<file path="config.mk">
export PLATFORM = sky130hd
export DESIGN_NAME = motor_stop_mode_control
export DESIGN_NICKNAME = d
export VERILOG_FILES = /design/src/design/stop_mode_pkg.sv /design/src/design/motor_stop_mode_control.sv /design/src/design/ramp_step_scale.sv
export SDC_FILE = /design/constraint.sdc
export NUM_CORES = 1
export LEC_CHECK = 0
export ABC_CLOCK_PERIOD_IN_PS = 3670
export BUFFER_PORTS_ARGS = -buffer_cell sky130_fd_sc_hd__buf_2
export CAP_MARGIN = 25
export CORE_MARGIN = 10
export CORE_UTILIZATION = 52
export DETAILED_ROUTE_END_ITERATION = 10
export GPL_ROUTABILITY_DRIVEN = 0
export MAX_ROUTING_LAYER = met4
export PLACE_DENSITY = 0.86
export SLEW_MARGIN = 20
export SYNTH_ARGS = -nofsm -noshare
export SYNTH_HDL_FRONTEND = slang
export SYNTH_HIERARCHICAL = 1
export SYNTH_SLANG_ARGS = --single-unit
</file>
<file path="constraint.sdc">
create_clock -name i_clk -period 3.67 [get_ports i_clk]
set_input_delay 0 -clock i_clk [delete_from_list [all_inputs] [get_ports i_clk]]
set_output_delay 0 -clock i_clk [all_outputs]
set_load 0.01 [all_outputs]
</file>
<file path="src/design/stop_mode_pkg.sv">
package stop_mode_pkg;
    // Stop type selection codes
    localparam logic [1:0] STOP_ON_RAMP = 2'h0;
    localparam logic [1:0] QUICK_STOP = 2'h1;
    localparam logic [1:0] COAST_STOP = 2'h2;
    localparam logic [1:0] DC_BRAKE_STOP = 2'h3;
    localparam logic [1:0] STOP_TYPE_RST = STOP_ON_RAMP;
    // Quick stop source codes: 0 none, 1..6 logic inputs, 7..11 net bits
    localparam logic [3:0] SRC_NONE = 4'h0;
    localparam logic [3:0] SRC_LI_FIRST = 4'h1;
    localparam logic [3:0] SRC_LI_LAST = 4'h6;
    localparam logic [3:0] SRC_NET_FIRST = 4'h7;
    localparam logic [3:0] SRC_NET_LAST = 4'hb;
    // Network control word bit index of first assignable bit
    localparam int NET_BIT_LO = 11;
    localparam int NET_BIT_HI = 15;
    // Access level code meaning level three
    localparam logic [1:0] ACCESS_LEVEL_THREE = 2'h3;
    // Ramp divider range and factory value
    localparam logic [3:0] DIV_MAX = 4'ha;
    localparam logic [3:0] DIV_RST = 4'h4;
    // Wire control / two wire type codes
    localparam logic TWO_WIRE_CTRL = 1'b0;
    localparam logic [1:0] LEVEL_TYPE = 2'h0;
    localparam logic [1:0] FORWARD_PRIORITY_TYPE = 2'h2;
    // Speed width and minimum ramp step
    localparam int SPD_W = 16;
    localparam logic [15:0] SPD_ZERO = 16'h0000;
    localparam logic [15:0] MIN_RAMP_STEP = 16'hffff;
endpackage

</file>
<file path="src/design/motor_stop_mode_control.sv">
`timescale 1ns/1ps
`default_nettype none
module motor_stop_mode_control (
    input wire logic i_clk,
    input wire logic i_nrst,
    input wire logic i_run,
    input wire logic i_stop_cmd,
    input wire logic [1:0] i_stop_type,
    input wire logic [3:0] i_quick_src,
    input wire logic [1:0] i_access_level,
    input wire logic [5:0] i_logic_in,
    input wire logic [15:0] i_net_ctrl,
    input wire logic i_wire_control_sel,
    input wire logic [1:0] i_two_wire_type,
    input wire logic i_div_wr,
    input wire logic [3:0] i_div_wdata,
    input wire logic [15:0] i_target_speed,
    input wire logic [15:0] i_ramp_step,
    output logic [15:0] o_speed,
    output logic o_drive_en,
    output logic o_dc_brake,
    output logic o_quick_active,
    output logic [3:0] o_ramp_divider,
    output logic o_div_access
);
    typedef enum logic [2:0] {
        RUNNING, IDLE, RAMP_DOWN, COASTING, DC_BRAKING
    } state_t;
    state_t state_q;
    logic [1:0] stop_type_q; // Latched stop type
    logic [3:0] src_q; // Validated quick stop source
    logic [3:0] div_q; // Ramp divider setting
    logic [15:0] speed_q; // Present output speed
    logic [4:0] net_prev_q; // Previous net bits for edge detect
    logic quick_q; // Quick stop latched
    logic run_prev_q; // For fresh run command detection
    logic run_block_q; // Waits for a fresh run command
    logic [15:0] step; // Scaled ramp step
    logic trig; // Quick stop trigger event
    logic trig_level; // Trigger still held
    logic auto_restart; // Restart allowed on trigger release
    logic stop_req; // Stop request from run drop, stop command or restart block
    logic quick_ramp; // Divider applies to the next ramp step

    // Decode whether a source code is acceptable at given access level
    function automatic logic src_ok(input logic [3:0] s,
                                    input logic [1:0] lvl);
        if (s <= stop_mode_pkg::SRC_LI_LAST) begin
            src_ok = 1'b1;
        end else if (s <= stop_mode_pkg::SRC_NET_LAST) begin
            src_ok = (lvl == stop_mode_pkg::ACCESS_LEVEL_THREE);
        end else begin
            src_ok = 1'b0;
        end
    endfunction

    // Illegal sources fall back to unassigned, so nothing fires
    always_ff @(posedge i_clk) begin
        if (!i_nrst) begin
            src_q <= stop_mode_pkg::SRC_NONE;
        end else if (src_ok(i_quick_src, i_access_level)) begin
            src_q <= i_quick_src;
        end else begin
            src_q <= stop_mode_pkg::SRC_NONE;
        end
    end

    // Divider writes honoured only when meaningful and in range
    always_ff @(posedge i_clk) begin
        if (!i_nrst) begin
            div_q <= stop_mode_pkg::DIV_RST;
        end else if (i_div_wr && o_div_access &&
                     i_div_wdata <= stop_mode_pkg::DIV_MAX) begin
            div_q <= i_div_wdata;
        end
    end

    // Access flag for the divider setting
    always_comb begin
        o_div_access = (i_stop_type == stop_mode_pkg::QUICK_STOP) &&
                       (src_q != stop_mode_pkg::SRC_NONE);
    end

    // Trigger: logic input low level, network bit rising edge
    always_comb begin
        trig = 1'b0;
        trig_level = 1'b0;
        if (src_q >= stop_mode_pkg::SRC_LI_FIRST &&
            src_q <= stop_mode_pkg::SRC_LI_LAST) begin
            trig_level = !i_logic_in[3'(src_q - stop_mode_pkg::SRC_LI_FIRST)];
            trig = trig_level;
        end else if (src_q >= stop_mode_pkg::SRC_NET_FIRST) begin
            trig_level = i_net_ctrl[stop_mode_pkg::NET_BIT_LO +
                int'(src_q - stop_mode_pkg::SRC_NET_FIRST)];
            trig = trig_level && !net_prev_q[
                3'(src_q - stop_mode_pkg::SRC_NET_FIRST)];
        end
    end

    // Remember network bits for edge detection
    always_ff @(posedge i_clk) begin
        if (!i_nrst) begin
            net_prev_q <= '0;
        end else begin
            net_prev_q <= i_net_ctrl[stop_mode_pkg::NET_BIT_HI:
                                     stop_mode_pkg::NET_BIT_LO];
        end
    end

    always_comb begin
        auto_restart = (i_wire_control_sel == stop_mode_pkg::TWO_WIRE_CTRL)
            && (i_two_wire_type == stop_mode_pkg::LEVEL_TYPE ||
                i_two_wire_type == stop_mode_pkg::FORWARD_PRIORITY_TYPE);
        stop_req = !i_run || i_stop_cmd || run_block_q;
    end

    // Quick stop latch; it clears once the trigger is released and the state is not RAMP_DOWN
    always_ff @(posedge i_clk) begin
        if (!i_nrst) begin
            quick_q <= 1'b0;
        end else if (trig) begin
            quick_q <= 1'b1;
        end else if (!trig_level && state_q != RAMP_DOWN) begin
            quick_q <= 1'b0;
        end
    end

    // Block restart after quick stop unless two-wire level or forward priority control
    always_ff @(posedge i_clk) begin
        if (!i_nrst) begin
            run_prev_q <= 1'b0;
            run_block_q <= 1'b0;
        end else begin
            run_prev_q <= i_run;
            if (trig && !auto_restart) begin
                run_block_q <= 1'b1;
            end else if (i_run && !run_prev_q) begin
                run_block_q <= 1'b0;
            end
        end
    end

    // Stop sequencing
    always_ff @(posedge i_clk) begin
        if (!i_nrst) begin
            state_q <= IDLE;
            stop_type_q <= stop_mode_pkg::STOP_TYPE_RST;
        end else begin
            unique case (state_q)
                RUNNING: begin
                    if (trig || quick_q) begin
                        stop_type_q <= stop_mode_pkg::QUICK_STOP;
                        state_q <= RAMP_DOWN;
                    end else if (stop_req) begin
                        stop_type_q <= i_stop_type;
                        unique case (i_stop_type)
                            stop_mode_pkg::COAST_STOP:
                                state_q <= COASTING;
                            stop_mode_pkg::DC_BRAKE_STOP:
                                state_q <= DC_BRAKING;
                            default: state_q <= RAMP_DOWN;
                        endcase
                    end
                end
                RAMP_DOWN: begin
                    if (speed_q == stop_mode_pkg::SPD_ZERO) begin
                        state_q <= IDLE;
                    end
                end
                COASTING, DC_BRAKING, IDLE: begin
                    // Restart needs run, no trigger held, no block
                    if (!stop_req && !quick_q && !trig_level) begin
                        state_q <= RUNNING;
                    end
                end
                default: state_q <= IDLE;
            endcase
        end
    end

    // Speed follows target while running, ramps down in RAMP_DOWN, is zero otherwise
    always_ff @(posedge i_clk) begin
        if (!i_nrst) begin
            speed_q <= stop_mode_pkg::SPD_ZERO;
        end else if (state_q == RUNNING) begin
            speed_q <= i_target_speed;
        end else if (state_q == RAMP_DOWN) begin
            speed_q <= (speed_q > step) ? speed_q - step
                                        : stop_mode_pkg::SPD_ZERO;
        end else begin
            speed_q <= stop_mode_pkg::SPD_ZERO;
        end
    end

    // Quick ramp selection looks at the stop being entered, so the
    // scaled step is already registered for the first ramp cycle
    always_comb begin
        quick_ramp = (state_q == RAMP_DOWN) &&
                     (stop_type_q == stop_mode_pkg::QUICK_STOP);
        if (state_q == RUNNING) begin
            quick_ramp = trig || quick_q || (stop_req &&
                (i_stop_type == stop_mode_pkg::QUICK_STOP));
        end
    end

    // Step scaler; only the quick stop uses the divider
    ramp_step_scale u_scale (
        .i_clk(i_clk),
        .i_nrst(i_nrst),
        .i_quick(quick_ramp),
        .i_div(div_q),
        .i_step(i_ramp_step),
        .o_step(step)
    );

    // Registered-derived outputs
    always_comb begin
        o_speed = speed_q;
        o_drive_en = (state_q == RUNNING) || (state_q == RAMP_DOWN) ||
                     (state_q == DC_BRAKING);
        o_dc_brake = (state_q == DC_BRAKING);
        o_quick_active = quick_q;
        o_ramp_divider = div_q;
    end
endmodule
`default_nettype wire

</file>
<file path="src/design/ramp_step_scale.sv">
`timescale 1ns/1ps
`default_nettype none
// Registered deceleration step for the active stop ramp
module ramp_step_scale (
    input wire logic i_clk,
    input wire logic i_nrst,
    input wire logic i_quick,
    input wire logic [3:0] i_div,
    input wire logic [15:0] i_step,
    output logic [15:0] o_step
);
    // Step grows by the divider, saturating; 0 gives the steepest ramp
    logic [19:0] prod;
    always_comb begin
        prod = 20'(i_step) * 20'(i_div);
    end
    always_ff @(posedge i_clk) begin
        if (!i_nrst) begin
            o_step <= stop_mode_pkg::SPD_ZERO;
        end else if (!i_quick) begin
            o_step <= i_step;
        end else if (i_div == 4'h0) begin
            o_step <= stop_mode_pkg::MIN_RAMP_STEP;
        end else if (prod[19:16] != 4'h0) begin
            o_step <= stop_mode_pkg::MIN_RAMP_STEP;
        end else begin
            o_step <= prod[15:0];
        end
    end
endmodule
`default_nettype wire

</file>
==> flow_summary.toml <==
[die]
num_rows = 36
io_pins = 98
die_y_um = 120.4
die_w_um = 120.4
start_util_pct = 53.41
core_area_mm2 = 0.009819
dieArea_mm2 = 0.01450

[timing]
fin_skew_ps = 17.54
hold_violations = 0
fin_ws_ps = -166.2
post-route-period-util_pct = 104.5
slew_headroom_pct = 47.30
rsz0062_at_grt = "yes"
setup_violations = 16
holdWs_ps = 7.734
fin_crit_ps = 3836
drv_slew = 0
tightest_slew_ps = 789.7
fmax_mhz = 260.7

[synthesis]
synth_top_cell_by_area = "dfxtp_1"
synth_area_per_cell_um2 = 8.460
synth-compound-area-share_pct = 21.09
synthXorXnorAreaFrac_pct = 4.485
synthCells = 620
synthMuxAreaShare_pct = 4.294
synth_area_mm2 = 0.005245
synth_simple_gate_area_share_pct = 20.61
ys_types = 75
synthArstFlopShare_pct = 0
yosys-top-cells-area = "dfxtp_1 (20%), fa_1 (11%), ha_1 (11%), and2_1 (6.7%), inv_1 (5.6%)"
synth_top_family_by_area = "adder cells"
yosys_warnings = 6
synth_top_area_share_pct = 20.23
synth_commonest_cells = "inv_1 (78), and2_1 (56), dfxtp_1 (53)"
syn_nets = 769
synthFlopType = "dfxtp_1"
synth_edf_count = 0
synthAdderAreaFrac_pct = 22.04
synth-seq-cells = 53
yosysMostFrequentCell = "inv_1"
seq_area_frac_synth_pct = 20.23

[power]
leakage_uw = 0.003366
p_sw_share_pct = 34.83
seq_power_share_pct = 36.4
pwr_density_cell_mw_per_mm2 = 249.2
p_comb_share_pct = 40.2
p_switching_uw = 615.0
peakVddDrop_mv = 0.1648
clkPwrFrac_pct = 23.4
internal_power_uw = 1151

[critical_path]
critical_path.cell_chain = "buf_4 > and2_4 > fa_1 > inv_1 > fa_1 > inv_1 > ha_4 > buf_6 > o21a_1 > a21oi_4 > a31oi_4 > o31a_1 > a211oi_4 > nor2_4 > buf_6 > a21oi_2"
crit_path_end_kind = "register"
crit_slowest_cell = "fa_1"
crit_fanout = 7
crit_arrival_ps = 4080
critPathKind = "register to register"
critical-path-max-stage-delay_ps = 530
start_kind = "register"
cp_num_buf_inv = 5
cp.required_ps = 3910
crit_family = "adder cells"

[finish]
design_area_mm2 = 0.007084
nNetsFinal = 956
multi_input_area_mm2 = 0.004073
register_area_mm2 = 0.001072
final_layout_size_suffix_gt1_share_pct = 31.06
syn_to_final_growth_pct = 35.07
nFillCells = 692

[place]
placed_area_mm2 = 0.006289
port_buffers = 96
dp_hpwl_mm = 12.51

[cts]
numClockSinks = 53
htree_levels = 2
cts_buffers = 5
clk_pin_slew_worst_paths_ps = 110
cts_tree = "yes"
clockRootBuffer = "clkbuf_8"
clk_latency_ps = 320
cts.path.max_buffers = 2

[global_routing]
antenna_found_initial = 2
grt_overflow_total = 0
grt_pass1_wl_mm = 28.66
grt_pass1_vias = 5971
grt_max_degree = 30
grt.total_usage_pct = 24.23

[run]
cap_violations = 0

[status]
status = "complete, but fails checks"
violations = "setup timing"

[routing]
dr.pass1.iters = 5
drt_iter0_markers = 592
vias = 5535
wire_per_inst_um = 18.65
viasPerCell = 5.870
drc = 0
drtAntennaViolNets = 0
drt-total-wl_mm = 17.59

[hold_path]
hold_path_class = "input port to register"
tightest hold or removal path: stages:
cell     delay [ps]
buf_2           140
nand3_1          80
a21oi_1          60
worst paths after layout:
path	start	to	slack, ps	cells after the start
worst max-delay path	o_ramp_divider[3]	u_scale/o_step[8]	-170	16
worst min-delay path	i_stop_type[0]	state_q[2]	8	3
worst max register to register	o_ramp_divider[3]	u_scale/o_step[8]	-170	16
worst min register to register	stop_type_q[1]	stop_type_q[1]	520	2
per-layer routing:
metal | up-vias | global-route usage, % | part of all wire, %
li1 | 2537 | - | -
met1 | 2633 | 26.30 | 39
met2 | 295 | 42.82 | 51
met3 | 70 | 3.769 | 6.7
met4 | 0 | 10.86 | 3.9
met5 | - | - | 0
sequential cells by signal, summed over array words and instances (netlist names):
register        count
o_quick_active      1
u_scale/o_step     16
net_prev_q          5
o_ramp_divider      4
src_q               4
run_block_q         1
o_speed            16
stop_type_q         2
run_prev_q          1
state_q             3
cells by family after synthesis:
logic type | count (synthesis)
AND/OR/NAND/NOR | 198
AO/OA/AOI/OAI | 159
buffers and inverters | 96
adder cells (fa/ha/maj) | 75
flip-flops | 53
XOR/XNOR | 26
multiplexers | 13
through the flow:
step	utilization, %	instances	setup WS, ps	power [uW]	setup TNS (ps)
global placement	64.04	889	-361.8	1243	-4860
detailed placement	64.04	889	-602.5	1277	-8133
finish	72.15	943	-166.2	1766	-2278
global route	72.15	943	-300.0	1848	-4199
floorplan	-	620	-60.71	1060	-593.8
CTS	71.28	940	-95.72	1726	-1082
power groups by stage:
stage | Sequential, uW | Combinational (uW) | Clock, uW
3_3_place_gp | 653 | 590 | 0
3_5_place_dp | 655 | 621 | 0
6_report | 643 | 710 | 413
2_1_floorplan | 645 | 415 | 0
5_1_grt | 646 | 770 | 433
4_1_cts | 640 | 675 | 411
area by class of cell:
type / count / share of cell area, %
Sequential cell: 53 / 15.14
Tap cell: 133 / 2.349
Inverter: 78 / 4.133
Clock inverter: 2 / 0.5475
Timing Repair Buffer: 198 / 19.25
Multi-Input combinational cell: 471 / 57.49
Antenna cell: 2 / 0.07065
Clock buffer: 6 / 1.024
repair_timing:
item,4_1_cts,5_1_grt
endpoints found under the setup margin,16,16
gates resized for setup,47,16
hold buffers,30,0
endpoints found under the hold margin,30,0
pin swaps,30,8
buffers inserted,13,1
cell usage in the layout, fill, tap and decap left out, types with 4 or more instances in the layout:
cell           instances
mux4_1                 5
mux2i_1                6
nor3_1                 6
inv_1                 72
ha_4                   9
nor4_1                 5
a21oi_2               14
a31oi_1                6
dlygate4sd3_1         30
a211o_1                5
buf_2                 96
xor2_1                11
o21ai_0               32
a22oi_1               13
nand4_1                6
xnor2_1               14
dfxtp_1               50
ha_1                  36
and2_4                 8
fa_1                  28
nand3_1               12
and2_1                49
a21o_1                10
nand2b_1               6
inv_2                  6
buf_6                  8
nand2_1               37
clkbuf_8               5
o21a_1                 6
o21ai_1                4
nor2b_1                7
a211oi_2               4
buf_4                 63
a211oi_1               5
a21oi_1               21
nor2_1                39
No activity file was read; power rests on OpenSTA's default activity.
